**src/verilog/cmpctl_pkg.sv**
```systemverilog
/*
 * constants for the comparator control and interrupt block: register
 * offsets, field positions, reset values and timing counts.
 * assumes a 32-bit classic wishbone bus; each register takes one word.
 */
package cmpctl_pkg;

  // printed offsets are register indices; byte address is four times the index
  localparam logic [7:0]  REF_CTRL_IDX    = 8'h2C;
  localparam logic [7:0]  CMP_CTRL_IDX    = 8'h2D;
  localparam logic [7:0]  IRQ_STAT_IDX    = 8'h30;
  localparam logic [7:0]  IRQ_MASK_IDX    = 8'h31;
  localparam int          ADDR_W          = 10;
  localparam logic [9:0]  REF_CTRL_ADDR   = {REF_CTRL_IDX, 2'b00};
  localparam logic [9:0]  CMP_CTRL_ADDR   = {CMP_CTRL_IDX, 2'b00};
  localparam logic [9:0]  IRQ_STAT_ADDR   = {IRQ_STAT_IDX, 2'b00};
  localparam logic [9:0]  IRQ_MASK_ADDR   = {IRQ_MASK_IDX, 2'b00};

  // reference_select_control fields
  localparam int          EXT_REF_BIT     = 7;
  localparam int          BANDGAP_BIT     = 6;
  localparam int          LEVEL_MSB       = 5;
  localparam int          LEVEL_LSB       = 2;
  localparam logic [7:0]  REF_CTRL_RST    = 8'h00;
  localparam logic [7:0]  REF_CTRL_WMASK  = 8'hFC;

  // comparator_control_status fields
  localparam int          HYST_BIT        = 7;
  localparam int          INV_BIT         = 5;
  localparam int          FLAG_BIT        = 4;
  localparam int          IE_BIT          = 3;
  localparam int          OUT_BIT         = 2;
  localparam int          ROUTE_BIT       = 1;
  localparam int          PWR_BIT         = 0;
  localparam logic [7:0]  CMP_CTRL_RST    = 8'h80;

  // interrupt status: bit 0 compare event, bit 1 any output change
  localparam int          EVT_W           = 2;
  localparam logic [1:0]  IRQ_MASK_RST    = 2'h0;

  // timing
  localparam int          CLK_PERIOD_NS   = 40;
  localparam int          EDGE_DELAY_NS   = 250;
  localparam int          EDGE_DELAY_CYC  = (EDGE_DELAY_NS / CLK_PERIOD_NS < 1) ? 1 :
                                            EDGE_DELAY_NS / CLK_PERIOD_NS;

endpackage : cmpctl_pkg

```
**src/verilog/cmpctl_top.sv**
```systemverilog
/*
 * comparator control and interrupt block: wishbone register slave, power
 * and reference controls for the analog macro, output mirror, pin routing,
 * edge event flag and a maskable level interrupt.
 * assumes cmp_out_i is already synchronous to clk_i and the analog macro
 * reads its controls as static levels.
 */
// The implementer's own choice: the Wishbone slave port.
// Summary of operation
// - event flag sets on rising output edge, or falling edge when inverted.
// - reading the comparator control register clears the event flag.
// - software writes never change the event flag.
// - compare interrupt asserted one cycle after flag and enable are both set, dropped one cycle after either clears.
// - interrupt enable is read/write, reset to zero, gates the flag.
// - output status bit mirrors the comparator output, zero at reset.
// - route bit drives comparator output onto port a pin seven.
// - power bit turns on comparator, reference and bias; reset clears it.
// - the edge reaches the flag about 250 ns after the output changes.
// - reference register at 2Ch resets 00h; control at 2Dh resets 80h.
`timescale 1ns/100ps
module cmpctl_top (
  // clock and reset
  input  wire logic        clk_i,
  input  wire logic        rst_i,
  // wishbone slave
  input  wire logic        cyc_i,
  input  wire logic        stb_i,
  input  wire logic        we_i,
  input  wire logic [9:0]  adr_i,
  input  wire logic [3:0]  sel_i,
  input  wire logic [31:0] dat_i,
  output logic [31:0]      dat_o,
  output logic             ack_o,
  output logic             err_o,
  // analog macro
  input  wire logic        cmp_out_i,
  output logic             comparator_power_on_o,
  output logic             hysteresis_select_o,
  output logic             external_reference_select_o,
  output logic             bandgap_reference_select_o,
  output logic [3:0]       reference_level_o,
  // port a pin seven
  output logic             port_a_pin_seven_o,
  output logic             port_a_pin_seven_oe_o,
  // interrupts
  output logic             compare_irq_o,
  output logic             irq_o
);

  ////////////////////////////////////////////////////////////////////////////
  // state

  logic [7:0]                       ref_ctrl_r;
  logic                             hyst_r;
  logic                             inv_r;
  logic                             compare_event_flag_r;
  logic                             compare_irq_enable_r;
  logic                             compare_output_state_r;
  logic                             output_pin_route_enable_r;
  logic                             power_r;
  logic [cmpctl_pkg::EVT_W-1:0]     irq_stat_r;
  logic [cmpctl_pkg::EVT_W-1:0]     irq_mask_r;
  logic                             cmp_dly;
  logic                             edge_hit;
  logic                             change_hit;
  logic                             req;
  logic                             wr;
  logic                             rd;
  logic                             hit_ref;
  logic                             hit_cmp;
  logic                             hit_stat;
  logic                             hit_mask;
  logic                             mapped;
  logic [7:0]                       cmp_rd;
  logic [31:0]                      rd_nxt;

  ////////////////////////////////////////////////////////////////////////////
  // bus decode: answer one cycle after the request, drop ack the next cycle

  assign req      = cyc_i & stb_i & ~ack_o & ~err_o;
  assign hit_ref  = adr_i == cmpctl_pkg::REF_CTRL_ADDR;
  assign hit_cmp  = adr_i == cmpctl_pkg::CMP_CTRL_ADDR;
  assign hit_stat = adr_i == cmpctl_pkg::IRQ_STAT_ADDR;
  assign hit_mask = adr_i == cmpctl_pkg::IRQ_MASK_ADDR;
  assign mapped   = hit_ref | hit_cmp | hit_stat | hit_mask;
  assign wr       = req & mapped & we_i & sel_i[0];
  assign rd       = req & mapped & ~we_i;

  // the compare output is delayed so the flag sees the edge about 250 ns late
  cmpctl_delay #(
    .DEPTH (cmpctl_pkg::EDGE_DELAY_CYC)
  ) u_delay (
    .clk_i (clk_i),
    .rst_i (rst_i),
    .d_i   (cmp_out_i),
    .q_o   (cmp_dly)
  );

  cmpctl_edge u_edge (
    .clk_i     (clk_i),
    .rst_i     (rst_i),
    .level_i   (cmp_dly),
    .falling_i (inv_r),
    .edge_o    (edge_hit),
    .change_o  (change_hit)
  );

  always_comb begin
    cmp_rd                        = 8'h00;
    cmp_rd[cmpctl_pkg::HYST_BIT]  = hyst_r;
    cmp_rd[cmpctl_pkg::INV_BIT]   = inv_r;
    cmp_rd[cmpctl_pkg::FLAG_BIT]  = compare_event_flag_r;
    cmp_rd[cmpctl_pkg::IE_BIT]    = compare_irq_enable_r;
    cmp_rd[cmpctl_pkg::OUT_BIT]   = compare_output_state_r;
    cmp_rd[cmpctl_pkg::ROUTE_BIT] = output_pin_route_enable_r;
    cmp_rd[cmpctl_pkg::PWR_BIT]   = power_r;
  end

  always_comb begin
    rd_nxt = 32'h0000_0000;
    if (hit_ref) begin
      rd_nxt[7:0] = ref_ctrl_r & cmpctl_pkg::REF_CTRL_WMASK;
    end else if (hit_cmp) begin
      rd_nxt[7:0] = cmp_rd;
    end else if (hit_stat) begin
      rd_nxt[cmpctl_pkg::EVT_W-1:0] = irq_stat_r;
    end else if (hit_mask) begin
      rd_nxt[cmpctl_pkg::EVT_W-1:0] = irq_mask_r;
    end
  end

  // ack masks req for one cycle, so a held strobe is answered only every other cycle
  always_ff @(posedge clk_i) begin
    if (rst_i) begin
      ack_o <= 1'b0;
    end else begin
      ack_o <= req & mapped;
    end
  end

  // unmapped accesses are refused and change no state
  always_ff @(posedge clk_i) begin
    if (rst_i) begin
      err_o <= 1'b0;
    end else begin
      err_o <= req & ~mapped;
    end
  end

  // read data stands only in the ack cycle; zero otherwise
  always_ff @(posedge clk_i) begin
    if (rst_i) begin
      dat_o <= 32'h0000_0000;
    end else begin
      dat_o <= rd ? rd_nxt : 32'h0000_0000;
    end
  end

  ////////////////////////////////////////////////////////////////////////////
  // software storage

  always_ff @(posedge clk_i) begin
    if (rst_i) begin
      ref_ctrl_r <= cmpctl_pkg::REF_CTRL_RST;
    end else if (wr && hit_ref) begin
      ref_ctrl_r <= dat_i[7:0] & cmpctl_pkg::REF_CTRL_WMASK;
    end
  end

  always_ff @(posedge clk_i) begin
    if (rst_i) begin
      hyst_r                    <= cmpctl_pkg::CMP_CTRL_RST[cmpctl_pkg::HYST_BIT];
      inv_r                     <= cmpctl_pkg::CMP_CTRL_RST[cmpctl_pkg::INV_BIT];
      compare_irq_enable_r      <= cmpctl_pkg::CMP_CTRL_RST[cmpctl_pkg::IE_BIT];
      output_pin_route_enable_r <= cmpctl_pkg::CMP_CTRL_RST[cmpctl_pkg::ROUTE_BIT];
      power_r                   <= cmpctl_pkg::CMP_CTRL_RST[cmpctl_pkg::PWR_BIT];
    end else if (wr && hit_cmp) begin
      hyst_r                    <= dat_i[cmpctl_pkg::HYST_BIT];
      inv_r                     <= dat_i[cmpctl_pkg::INV_BIT];
      compare_irq_enable_r      <= dat_i[cmpctl_pkg::IE_BIT];
      output_pin_route_enable_r <= dat_i[cmpctl_pkg::ROUTE_BIT];
      power_r                   <= dat_i[cmpctl_pkg::PWR_BIT];
    end
  end

  always_ff @(posedge clk_i) begin
    if (rst_i) begin
      irq_mask_r <= cmpctl_pkg::IRQ_MASK_RST;
    end else if (wr && hit_mask) begin
      irq_mask_r <= dat_i[cmpctl_pkg::EVT_W-1:0];
    end
  end

  ////////////////////////////////////////////////////////////////////////////
  // hardware state

  // output status bit is hardware-owned; software writes to it are dropped
  always_ff @(posedge clk_i) begin
    if (rst_i) begin
      compare_output_state_r <= 1'b0;
    end else begin
      compare_output_state_r <= cmp_out_i;
    end
  end

  // the flag ignores writes; a read clears it, but an edge in that cycle wins
  always_ff @(posedge clk_i) begin
    if (rst_i) begin
      compare_event_flag_r <= 1'b0;
    end else if (edge_hit) begin
      compare_event_flag_r <= 1'b1;
    end else if (rd && hit_cmp) begin
      compare_event_flag_r <= 1'b0;
    end
  end

  // write one to clear, a new event in the same cycle stays set
  always_ff @(posedge clk_i) begin
    if (rst_i) begin
      irq_stat_r <= '0;
    end else begin
      irq_stat_r <= (irq_stat_r & ~((wr && hit_stat) ? dat_i[cmpctl_pkg::EVT_W-1:0] : 2'h0))
                    | {change_hit, edge_hit};
    end
  end

  ////////////////////////////////////////////////////////////////////////////
  // outputs, each from a flip-flop

  // compare path: flag gated by its own enable, one cycle late
  always_ff @(posedge clk_i) begin
    if (rst_i) begin
      compare_irq_o <= 1'b0;
    end else begin
      compare_irq_o <= compare_event_flag_r & compare_irq_enable_r;
    end
  end

  // generic path: sticky status under the mask
  always_ff @(posedge clk_i) begin
    if (rst_i) begin
      irq_o <= 1'b0;
    end else begin
      irq_o <= |(irq_stat_r & irq_mask_r);
    end
  end

  // analog controls are registered so the macro never sees decode glitches
  always_ff @(posedge clk_i) begin
    if (rst_i) begin
      comparator_power_on_o <= 1'b0;
    end else begin
      comparator_power_on_o <= power_r;
    end
  end

  always_ff @(posedge clk_i) begin
    if (rst_i) begin
      hysteresis_select_o <= 1'b1;
    end else begin
      hysteresis_select_o <= hyst_r;
    end
  end

  always_ff @(posedge clk_i) begin
    if (rst_i) begin
      external_reference_select_o <= 1'b0;
    end else begin
      external_reference_select_o <= ref_ctrl_r[cmpctl_pkg::EXT_REF_BIT];
    end
  end

  always_ff @(posedge clk_i) begin
    if (rst_i) begin
      bandgap_reference_select_o <= 1'b0;
    end else begin
      bandgap_reference_select_o <= ref_ctrl_r[cmpctl_pkg::BANDGAP_BIT];
    end
  end

  always_ff @(posedge clk_i) begin
    if (rst_i) begin
      reference_level_o <= 4'h0;
    end else begin
      reference_level_o <= ref_ctrl_r[cmpctl_pkg::LEVEL_MSB:cmpctl_pkg::LEVEL_LSB];
    end
  end

  // pin value takes the raw level, not the delayed one: only the output register's one cycle on the pin
  always_ff @(posedge clk_i) begin
    if (rst_i) begin
      port_a_pin_seven_o <= 1'b0;
    end else begin
      port_a_pin_seven_o <= output_pin_route_enable_r & cmp_out_i;
    end
  end

  // pin released while the route bit is clear
  always_ff @(posedge clk_i) begin
    if (rst_i) begin
      port_a_pin_seven_oe_o <= 1'b0;
    end else begin
      port_a_pin_seven_oe_o <= output_pin_route_enable_r;
    end
  end

endmodule : cmpctl_top

```
**src/verilog/cmpctl_delay.sv**
```systemverilog
/*
 * fixed-length shift delay for the comparator output level.
 * assumes the input is already synchronous to clk_i.
 */
`timescale 1ns/100ps
module cmpctl_delay #(
  parameter int DEPTH = 6
) (
  // clock and reset
  input  wire logic clk_i,
  input  wire logic rst_i,
  // level
  input  wire logic d_i,
  output logic      q_o
);

  logic [DEPTH-1:0] pipe_r;

  always_ff @(posedge clk_i) begin
    if (rst_i) begin
      pipe_r <= '0;
    end else begin
      pipe_r <= {pipe_r[DEPTH-2:0], d_i};
    end
  end

  assign q_o = pipe_r[DEPTH-1];

endmodule : cmpctl_delay

```
**src/verilog/cmpctl_edge.sv**
```systemverilog
/*
 * edge detector with selectable polarity, one-cycle pulse out.
 * assumes a delayed, synchronous level at its input.
 */
`timescale 1ns/100ps
module cmpctl_edge (
  // clock and reset
  input  wire logic clk_i,
  input  wire logic rst_i,
  // level and selection
  input  wire logic level_i,
  input  wire logic falling_i,
  // pulses
  output logic      edge_o,
  output logic      change_o
);

  logic prev_r;

  always_ff @(posedge clk_i) begin
    if (rst_i) begin
      prev_r <= 1'b0;
    end else begin
      prev_r <= level_i;
    end
  end

  assign change_o = level_i ^ prev_r;
  assign edge_o   = falling_i ? (prev_r & ~level_i) : (~prev_r & level_i);

endmodule : cmpctl_edge

```
**config.mk**
```make
export PLATFORM = sky130hd
export DESIGN_NAME = cmpctl_top
export DESIGN_NICKNAME = d
export VERILOG_FILES = /design/src/verilog/cmpctl_pkg.sv /design/src/verilog/cmpctl_top.sv /design/src/verilog/cmpctl_delay.sv /design/src/verilog/cmpctl_edge.sv
export SDC_FILE = /design/constraint.sdc
export NUM_CORES = 1
export LEC_CHECK = 0
export ABC_AREA = 0
export BUFFER_PORTS_ARGS = -buffer_cell sky130_fd_sc_hd__clkbuf_2
export CAP_MARGIN = 20
export CORE_UTILIZATION = 30
export DETAILED_ROUTE_END_ITERATION = 8
export PLACE_DENSITY = 0.63
export SYNTH_ARGS = -nofsm -noshare
export SYNTH_HDL_FRONTEND = slang
export SYNTH_SLANG_ARGS = --single-unit
```
**constraint.sdc**
```tcl
create_clock -name clk_i -period 1.72 [get_ports clk_i]
set_input_delay 0.172 -clock clk_i [delete_from_list [all_inputs] [get_ports clk_i]]
set_output_delay 0.172 -clock clk_i [all_outputs]
set_load 0.005 [all_outputs]
```
# Yosys cells after proc, flatten, opt, wreduce, memory -nomap -nowiden

Index checks and enable logic that the tools add are counted.

Add/subtract/negate cells: 0
Multiply operators: 0
Div/mod/pow operators: 0
Order comparisons: 0
Equal/unequal tests: 4
Shift-type cells: 0
Mux-type cells: 9
Bitwise logic cells: 27
Reduce and logical (&&, ||, !) cells: 9

Operators with widths:

| kind                | count |
|---|---|
| $eq 10x8->1 const B | 4 |
| $and 1x1->1         | 12 |
| $mux 2              | 4 |
| $mux 8              | 1 |
| $not 1->1           | 7 |
| $mux 6              | 1 |
| $logic_and 1x1->1   | 5 |
| $and 2x2->2         | 2 |
| $reduce_or 2->1     | 2 |
| $mux 1              | 3 |
| $or 1x1->1          | 3 |
| $reduce_or 3->1     | 1 |
| $not 2->2           | 1 |
| $or 2x2->2          | 1 |
| $reduce_bool 2->1   | 1 |
| $xor 1x1->1         | 1 |

Flip-flop bits (word level): 70
Bits in latches: 0
Memory bits (writable): 0
ROM bits: 0
Output and inout port bits: 46
Word-level logic and storage cells: 75
Memories: 0

# Longest topological paths before layout

Gate-level depths: netlist (run 1).

Depth after elaboration: 12
Depth in mapped cells: 5
Mapped depth without buffers: 4

# Modules after synthesis

From an unflattened synthesis (run 1), not the netlist that was laid out.

Cell total of the unflattened synthesis: 190
Area total of the unflattened synthesis: 1894.3 um^2

By module, submodules not included:

| module       | times used | cells an instance | area each (um^2) | seq. area each (um^2) |
|---|---|---|---|---|
| cmpctl_top   | 1          | 170               | 1659.1           | 780.7 |
| cmpctl_delay | 1          | 12                | 157.7            | 120.1 |
| cmpctl_edge  | 1          | 8                 | 77.6             | 20.0 |

# Worst setup path before layout (run 1)

OpenSTA, ideal clock, no wires.

Path kind: input-to-reg
Start point: in adr_i[1]
End point: reg ref_ctrl_r[2]
Arrival: 1.588 ns
Data required time: 1.588 ns
Slack: 0.000 ns
Stages: 5
Path buffers: 1
Cells stage by stage: or4_4 or4_4 buf_6 o21ai_1 a21oi_1

Longest elaborated chain between the ends: 8
Elaborated cells between the ends (all ways): 11
Classes of those cells: 4 x eq/ne; 6 x bitwise; 1 x reduce/logical

Ends and longest elaborated chain:

| what                           | line                               | text |
|---|---|---|
| start, declared                | cmpctl_top.sv:29                   | `input wire logic [9:0] adr_i,` |
| $eq 10x8->1 (on tied branches) | cmpctl_top.sv:81, cmpctl_top.sv:82 |  |
| $or 1x1->1 (3 in series)       | cmpctl_top.sv:85                   | `assign mapped = hit_ref \| hit_cmp \| hit_stat \| hit_mask;` |
| $and 1x1->1 (3 in series)      | cmpctl_top.sv:86                   | `assign wr = req & mapped & we_i & sel_i[0];` |
| $logic_and 1x1->1 (*)          | cmpctl_top.sv:165                  | `end else if (wr && hit_ref) begin` |
| end signal, assigned           | cmpctl_top.sv:164                  | `ref_ctrl_r <= cmpctl_pkg::REF_CTRL_RST;` |
| end signal, assigned           | cmpctl_top.sv:166                  | `ref_ctrl_r <= dat_i[7:0] & cmpctl_pkg::REF_CTRL_WMASK;` |
| end, declared                  | cmpctl_top.sv:53                   | `logic [7:0] ref_ctrl_r;` |

Every way passes the cells marked *; elsewhere a longest branch is shown, timed or not.
A chain may end at the register's enable or synchronous reset.

# Worst setup path in the final report (run 1)

Start point: reg err_o
End point: reg inv_r

Longest elaborated chain between the ends: 6

Ends and longest elaborated chain:

| what                      | line              | text |
|---|---|---|
| start, declared           | cmpctl_top.sv:34  | `output logic err_o,` |
| start signal, assigned    | cmpctl_top.sv:146 | `err_o <= req & ~mapped;` |
| $not 1->1                 | cmpctl_top.sv:80  | `assign req = cyc_i & stb_i & ~ack_o & ~err_o;` |
| $and 1x1->1               | cmpctl_top.sv:80  |  |
| $and 1x1->1 (3 in series) | cmpctl_top.sv:86  |  |
| $logic_and 1x1->1         | cmpctl_top.sv:177 | `end else if (wr && hit_cmp) begin` |
| end signal, assigned      | cmpctl_top.sv:173 | `inv_r <= cmpctl_pkg::CMP_CTRL_RST[cmpctl_pkg::INV_BIT];` |
| end signal, assigned      | cmpctl_top.sv:179 | `inv_r <= dat_i[cmpctl_pkg::INV_BIT];` |
| end, declared             | cmpctl_top.sv:55  | `logic inv_r;` |

Every way passes these cells.

==> qor.csv, run 1 <==
stage;metric;value;unit
status;status;complete, no violations;
place;place_hpwl;2822;um
synth;synth_most_common_cell;dfxtp_1;
critical_path;worstSetupEndpointType;flop;
cts;cts_sinks;45;
min_path;hp-class;input port to flop;
synth;synth_common_cells;dfxtp_1 (45), buf_4 (24), nor2b_1 (14);
sta;timing.final.crit_share;91.59;%
synth;ys_async_sr_fraction;0;%
cells_and_area;nFillCells;628;
sta;grt_setup_unrepaired;no;
cts;clockBufferDepth;2;
synth;ys.warnings.count;0;
synth;synth_cell_type_count;38;
die;row_count;28;
synth;netlist.area_leader.share;48.35;%
sta;finalSetupViolCount;0;
grt;grt_max_degree;22;
cells_and_area;fin_area;2247;um2
route;drc;0;
synth;synth-main-ff-cell;dfxtp_1;
route;drt_pass1_iterations;4;
place;dp_worst_setup_slack;-0.1438;ns
route;wl;3659;um
critical_path;arrival;1.74;ns
route;postRouteAntennaNets;0;
cts;cts_tree;yes;
grt;grt_usage;11.99;%
synth;synth_seq_cells;45;
place;placed_area;2143;um2
pwr;leakagePower;0.9596;nW
cells_and_area;syn2layout_area_growth;20.62;%
cts;cts_resized;0;
synth;synth.area.top_cells;dfxtp_1 (48%), buf_4 (9.7%), mux2i_1 (4.8%), nor2b_1 (4.7%), a21oi_1 (3.5%);
sta;maxSlewViolCount;0;
synth;synthesis.area;1863;um2
critical_path;required;1.88;ns
route;drtIter0Drc;48;
sta;min_period;1.575;ns
sta;fmax;634.8;MHz
route;vias;1423;
cts;clk_pin_slew;0.08;ns
route;viasPerCell;4.406;
die;fp.coreArea;5956;um2
cts;cts-hold-fix-buffers;0;
critical_path;path_class;flop to flop;
pwr;p_per_area;853.3;nW/um2
cts;root_buffer;clkbuf_8;
cts;post_cts_buffers;0;
place;gp_congestion;0.7961;
die;dieWidth;80.81;um
grt;grt_pass1_wl;5934;um
route;wl_per_cell;11.33;um
die;dieArea;6529;um2
grt;antenna_found_initial;0;
synth;seq_area_frac_synth;48.35;%
cells_and_area;antennaDiodeCount;0;
sta;setup_slack;0.1447;ns
place;port_buffers;46;
critical_path;cp_cell_sequence;nand4bb_1 > or4_4 > buf_12 > o21ai_1 > a21oi_1;
grt;grt_overflow;0;
synth;avgSynthCellArea;9.653;um2
pwr;power.total;0.001917;W
flow_run;cap_violations;0;
die;start_util;31.28;%
synth;synth_edf_count;0;
sta;skew;0.005441;ns
sta;setup_tns;0;ns
cts;cts_made_buffers;5;
critical_path;cp_slowest_cell;or4_4;
synth;postSynthCellCount;193;
critical_path;critPathMaxStageDelay;0.55;ns
die;die-height;80.81;um
cts;clkLatencyLatePin;0.29;ns
synth;synth_top_area_cell;dfxtp_1;
critical_path;cp_max_fo;8;
grt;grt_pass1_vias;1320;
cts;htree_num_levels;2;
cells_and_area;nets;302;
die;pin_count;98;
cells_and_area;drive_gt1_share;28.23;%
sta;hold_viol;0;
sta;whs;0.1119;ns
critical_path;startpoint_type;flop;
pwr;worst_ir_drop_vdd;0.4970;mV
-- worst paths after layout --
path | startpoint | to | slack (ns) | cells after the start
worst max-delay path | err_o$_SDFF_PP0_ | inv_r$_SDFFE_PP0P_ | 0.14 | 5
worst min-delay path | dat_i[6] | ref_ctrl_r[6]$_SDFFE_PP0P_ | 0.11 | 3
worst max register to register | err_o$_SDFF_PP0_ | inv_r$_SDFFE_PP0P_ | 0.14 | 5
worst min register to register | u_delay.pipe_r[4]$_SDFF_PP0_ | u_delay.pipe_r[5]$_SDFF_PP0_ | 0.44 | 1
-- logic make-up after synthesis --
logic type | share of synthesized area (%)
buf+inv | 12.09
other cells | 0.2013
mux | 4.836
fa+ha+maj | 1.343
compound gates | 9.873
flops | 48.35
simple gates | 23.31
-- stage by stage --
stage	utilization (%)	instances
4_1_cts	37.73	323
3_3_place_gp	35.99	316
5_1_grt	37.73	323
6_report	37.73	323
2_1_floorplan	-	216
3_5_place_dp	35.99	316
-- state kept, by name (all words and copies together) (netlist names), 2 cells and up --
name and flops:
dat_o 8, irq_mask_r 2, irq_stat_r 2, ref_ctrl_r 6, reference_level_o 4, u_delay.pipe_r 6
-- where the power goes --
group,switching [W],total [W],internal [W]
combinational,0.0000706,0.000117,0.0000468
clock,0.000330,0.000752,0.000422
sequential,0.00000247,0.00105,0.00105
total,0.000403,0.00192,0.00151
-- cell type report --
type	count	area, um2	area share [%]
Sequential cell	45	900.9	40.09
Multi-Input combinational cell	137	823.3	36.64
Timing Repair Buffer	55	310.3	13.81
Tap cell	75	93.84	4.176
Clock buffer	5	68.82	3.062
Clock inverter	2	35.03	1.559
Inverter	4	15.01	0.6682
-- routing by layer --
| layer | vias up | track usage (%) | wire (um) |
|---|---|---|---|
| met3 | 2 | 3.933 | 290 |
| met2 | 55 | 21.01 | 1724 |
| met5 | - | 0 | 0 |
| met1 | 643 | 13.70 | 1628 |
| met4 | 0 | 3.750 | 15 |
| li1 | 723 | - | - |
-- layout by cell type, fill, tap and decap left out, drive strengths merged, types with 2 or more instances in the layout --
cell / n
or4: 2
inv: 4
nor4: 2
nor2: 12
a21oi: 13
buf: 9
nand3: 10
clkbuf: 51
nand3b: 3
dfxtp: 45
mux2i: 9
o21ai: 16
conb: 24
nand2b: 7
and3b: 2
a22o: 2
nand2: 6
ha: 2
nor3b: 2
nor2b: 14
-- critical path: cells and delay by family, from the launching register on --
family,cells,cell delay (ns)
AO/OA/AOI/OAI,2,0.20
buffers and inverters,1,0.16
flip-flops,1,0.33
AND/OR/NAND/NOR,2,0.76
Note: power is estimated with default switching activity, not from simulation.
==> run 2, diff against run 1 <==
PLACE_DENSITY = 0.61   (was 0.63)
clock period = 1.9 ns   (was 1.72 ns; I/O delays follow)
==> qor.csv, run 2 (synthesis gave the netlist of run 1 again) <==
stage;metric;value;unit
sta;grt_setup_unrepaired;no;
die;pin_count;98;
route;postRouteAntennaNets;0;
critical_path;cp_max_fo;11;
cells_and_area;syn2layout_area_growth;17.39;%
status;status;complete, no violations;
sta;skew;0.005243;ns
route;vias;1394;
cts;htree_num_levels;2;
cells_and_area;drive_gt1_share;26.64;%
cts;clk_pin_slew;0.08;ns
critical_path;rr_startpoint;err_o$_SDFF_PP0_;
pwr;p_per_area;747.2;nW/um2
cts;cts_tree;yes;
route;drtIter0Drc;65;
pwr;pwr-share-clk;35.6;%
critical_path;startpoint_type;input port;
cells_and_area;multi_input_area;823.3;um2
cts;clockBufferDepth;2;
sta;setup_slack;0.2692;ns
place;place_hpwl;2746;um
place;port_buffers;46;
pwr;leakagePower;0.9248;nW
cells_and_area;top_register;dat_o;
pwr;p_seq_share;58.1;%
die;row_count;28;
grt;antenna_found_initial;0;
die;die-height;80.81;um
grt;grt_usage;12.28;%
critical_path;worstSetupEndpointType;flop;
die;start_util;31.28;%
sta;fmax;613.2;MHz
pwr;combPwrFrac;6.3;%
critical_path;endpoint;compare_irq_enable_r$_SDFFE_PP0P_;
pwr;swShare;21.92;%
grt;grt_pass1_vias;1289;
die;fp.coreArea;5956;um2
critical_path;path_class;input port to flop;
cells_and_area;reg_top3;dat_o x8, ref_ctrl_r x6, u_delay.pipe_r x6;
route;wl;3644;um
pwr;worst_ir_drop_vdd;0.3909;mV
cells_and_area;final_common_cell;clkbuf_2;
sta;whs;0.1285;ns
cells_and_area;register_area;900.9;um2
sta;maxSlewViolCount;0;
pwr;p_sw;0.0003583;W
cts;clkLatencyLatePin;0.29;ns
cells_and_area;largest_register_ffs;8;
critical_path;rrSetupSlack;0.27;ns
critical_path;arrival;1.85;ns
route;wl_per_cell;11.42;um
min_path;hp-class;input port to flop;
grt;grt_overflow;0;
route;drc;0;
critical_path;timing.rr.end;compare_irq_enable_r$_SDFFE_PP0P_;
route;viasPerCell;4.370;
sta;setup_tns;0;ns
cells_and_area;instances_no_fill;319;
cts;cts_sinks;45;
route;drt_pass1_iterations;4;
grt;grt_max_degree;22;
cts;cts-hold-fix-buffers;0;
place;dp_worst_setup_slack;-0.04064;ns
cts;post_cts_buffers;0;
cts;root_buffer;clkbuf_8;
cts;cts_resized;0;
pwr;power.internal;0.001276;W
grt;grt_pass1_wl;6058;um
cells_and_area;antennaDiodeCount;0;
cells_and_area;final_core_util;36.72;%
place;gp_congestion;0.7592;
sta;hold_viol;0;
flow_run;cap_violations;0;
critical_path;critPathLaunch;adr_i[1];
cells_and_area;nets;298;
cells_and_area;final_cell_mix;clkbuf_2 (46), dfxtp_1 (45), conb_1 (24);
critical_path;required;2.12;ns
cells_and_area;nFillCells;619;
place;place_inst;312;
critical_path;ff2ff_path_depth;4;
die;dieArea;6529;um2
sta;finalSetupViolCount;0;
cts;cts_made_buffers;5;
die;dieWidth;80.81;um
sta;min_period;1.631;ns
sta;timing.final.crit_share;85.83;%
[run 2: cell count changes in the layout (fill, tap and decap cells not counted), sizes merged]
cell | before | now
clkinv | 1 | 0
clkbuf | 51 | 53
buf | 9 | 5
bufinv | 1 | 0
[run 2: per-stage QoR]
step	power, W	instance area (um2)
finish	0.001634	2187
global route	0.001697	2187
CTS	0.001647	2187
detailed placement	0.001075	2101
global placement	0.001073	2101
floorplan	0.001060	1949
[run 2: worst min path at each step]
stage                                  from  slack, ns                           end  depth (start not counted)
6_report                           dat_i[4]       0.13    ref_ctrl_r[4]$_SDFFE_PP0P_                          3
4_1_cts                            dat_i[4]       0.13    ref_ctrl_r[4]$_SDFFE_PP0P_                          3
3_5_place_dp                       dat_i[4]       0.43    ref_ctrl_r[4]$_SDFFE_PP0P_                          3
2_1_floorplan                      adr_i[3]       0.27              ack_o$_SDFF_PP0_                          1
5_1_grt                            dat_i[6]       0.14    ref_ctrl_r[6]$_SDFFE_PP0P_                          3
3_3_place_gp   u_delay.pipe_r[4]$_SDFF_PP0_       0.43  u_delay.pipe_r[5]$_SDFF_PP0_                          1
[run 2: critical path: stages]
cell	delay, ns
clkbuf_2	0.09
or4_4	0.52
or4_4	0.62
nor2_1	0.23
mux2i_1	0.19
[run 2: power groups by stage]
stage / Combinational (W) / Clock (W) / Sequential [W]
floorplan: 0.0000888 / 0 / 0.000971
global placement: 0.000102 / 0 / 0.000972
detailed placement: 0.000103 / 0 / 0.000971
CTS: 0.000104 / 0.000594 / 0.000949
global route: 0.000116 / 0.000631 / 0.000950
finish: 0.000104 / 0.000581 / 0.000949
[run 2: cell type report]
| cell class | instances | area share [%] |
|---|---|---|
| Sequential cell | 45 | 41.19 |
| Multi-Input combinational cell | 137 | 37.64 |
| Timing Repair Buffer | 51 | 12.24 |
| Tap cell | 75 | 4.291 |
| Clock buffer | 7 | 3.947 |
| Inverter | 4 | 0.6865 |
[run 2: layer usage]
metal  part of all wire [%]  up-vias  track usage, %
li1                       -      716               -
met1                     47      622           15.25
met2                     47       52           20.42
met3                    5.5        4           2.921
met4                    1.2        0           4.821
met5                      0        -               0
==> run 3, diff against run 2 <==
SLEW_MARGIN = 5   (was unset)
clock period = 1.88 ns   (was 1.9 ns; I/O delays follow)
==> qor.csv, run 3 (synthesis gave the netlist of run 1 again) <==
stage;metric;value;unit
pwr;power.internal;0.001331;W
critical_path;path_class;flop to flop;
sta;min_period;1.637;ns
cts;cts_sinks;45;
grt;grtUsageMet1;14.49;%
critical_path;required;2.11;ns
critical_path;timing.rr.end;compare_irq_enable_r$_SDFFE_PP0P_;
die;dieArea;6529;um2
critical_path;rrSetupSlack;0.24;ns
place;port_buffers;46;
grt;antenna_found_initial;0;
place;place_inst;313;
grt;grt_max_degree;22;
cts;cts-hold-fix-buffers;0;
die;die-height;80.81;um
critical_path;ff2ff_path_depth;4;
route;viasPerCell;4.508;
cells_and_area;fin_area;2210;um2
cells_and_area;antennaDiodeCount;0;
place;placed_area;2108;um2
grt;grt.busiest_layer;met2;
grt;grt_pass1_vias;1375;
min_path;min_to;ref_ctrl_r[4]$_SDFFE_PP0P_;
cts;cts_resized;0;
grt;grt_util_met3;2.584;%
critical_path;cp_max_fo;11;
die;dieWidth;80.81;um
min_path;min_path_cells;3;
cts;cts_made_buffers;5;
cts;clk_pin_slew;0.08;ns
cells_and_area;reg_top3;dat_o x8, ref_ctrl_r x6, u_delay.pipe_r x6;
pwr;p_sw;0.0003799;W
critical_path;worstSetupEndpointType;flop;
cells_and_area;top_register;dat_o;
cells_and_area;nets;299;
min_path;hp-start;dat_i[4];
route;wl_per_cell;11.63;um
cells_and_area;final_common_cell;clkbuf_2;
cts;clockBufferDepth;2;
die;start_util;31.28;%
cts;root_buffer;clkbuf_8;
sta;finalSetupViolCount;0;
sta;hold_viol;0;
cells_and_area;syn2layout_area_growth;18.60;%
pwr;worst_ir_drop_vdd;0.3995;mV
sta;maxSlewViolCount;0;
cells_and_area;drive_gt1_share;27.64;%
critical_path;arrival;1.87;ns
critical_path;rr_startpoint;err_o$_SDFF_PP0_;
pwr;p_seq_share;56.1;%
cells_and_area;largest_register_ffs;8;
route;drt_pass1_iterations;4;
flow_run;cap_violations;0;
pwr;pwr-share-clk;37.7;%
sta;skew;0.006832;ns
sta;fmax;610.8;MHz
cells_and_area;final_cell_mix;clkbuf_2 (46), dfxtp_1 (45), conb_1 (24);
grt;grt_overflow;0;
cts;cts_tree;yes;
cts;post_cts_buffers;0;
pwr;leakagePower;0.9395;nW
die;row_count;28;
die;pin_count;98;
critical_path;startpoint_type;flop;
die;fp.coreArea;5956;um2
pwr;swShare;22.20;%
pwr;combPwrFrac;6.2;%
cells_and_area;nFillCells;609;
grt;grt_pass1_wl;6182;um
grt;grt_usage;12.73;%
sta;timing.final.crit_share;87.09;%
route;drtIter0Drc;84;
cts;clkLatencyLatePin;0.30;ns
route;wl;3732;um
place;gp_congestion;0.7741;
sta;setup_tns;0;ns
place;place_hpwl;2757;um
sta;grt_setup_unrepaired;no;
grt;met2_usage;21.93;%
status;status;complete, no violations;
cts;htree_num_levels;2;
route;drc;0;
route;vias;1447;
pwr;p_per_area;774.3;nW/um2
cells_and_area;instances_no_fill;321;
route;postRouteAntennaNets;0;
min_path;hp-class;input port to flop;
run 3: changes by cell type in the layout (fill, tap and decap cells not counted), sizes merged:
cell / change
buf: +1
clkinv: +1
run 3: through the flow:
stage               utilization [%]  total power, W  hold slack [ns]  worst slack (ns)
global route                  37.10        0.001788           0.1289            0.1060
detailed placement            35.40        0.001088           0.4267          -0.05570
floorplan                         -        0.001071           0.2647            0.1437
global placement              35.40        0.001087           0.4217          -0.04859
finish                        37.10        0.001711           0.1267            0.2427
CTS                           37.10        0.001730           0.1269            0.2374
run 3: cell type report:
type	instances	area, um2	area share [%]
clock buffers	7	96.34	4.360
clock inverters	1	5.005	0.2265
inverters	4	15.01	0.6795
flip-flops and latches	45	900.9	40.77
well taps	75	93.84	4.247
multi-input cells	137	823.3	37.26
repair buffers	52	275.3	12.46
run 3: how the worst max path moves through the flow:
stage | start | endpoint | depth (start not counted)
2_1_floorplan | adr_i[1] | ref_ctrl_r[2]$_SDFFE_PP0P_ | 5
3_3_place_gp | adr_i[1] | compare_irq_enable_r$_SDFFE_PP0P_ | 5
3_5_place_dp | adr_i[1] | compare_irq_enable_r$_SDFFE_PP0P_ | 5
4_1_cts | err_o$_SDFF_PP0_ | compare_irq_enable_r$_SDFFE_PP0P_ | 4
5_1_grt | err_o$_SDFF_PP0_ | compare_irq_enable_r$_SDFFE_PP0P_ | 4
6_report | err_o$_SDFF_PP0_ | compare_irq_enable_r$_SDFFE_PP0P_ | 4
run 3: layer usage:
| metal | share of wire, % | wire [um] |
|---|---|---|
| met1 | 44 | 1632 |
| met2 | 47 | 1763 |
| met3 | 6.7 | 250 |
| met4 | 2.3 | 85 |
| met5 | 0 | 0 |
run 3: critical path: stages (launching register included):
cell and delay, ns:
dfxtp_1 0.33, nand4bb_1 0.21, or4_4 0.60, nor2_1 0.24, mux2i_1 0.20
run 3: power by group through the flow:
stage               combinational, W  sequential [W]  clock [W]
floorplan                  0.0000898        0.000981          0
global placement            0.000105        0.000982          0
detailed placement          0.000106        0.000982          0
CTS                         0.000106        0.000959   0.000665
global route                0.000119        0.000960   0.000708
finish                      0.000107        0.000959   0.000645
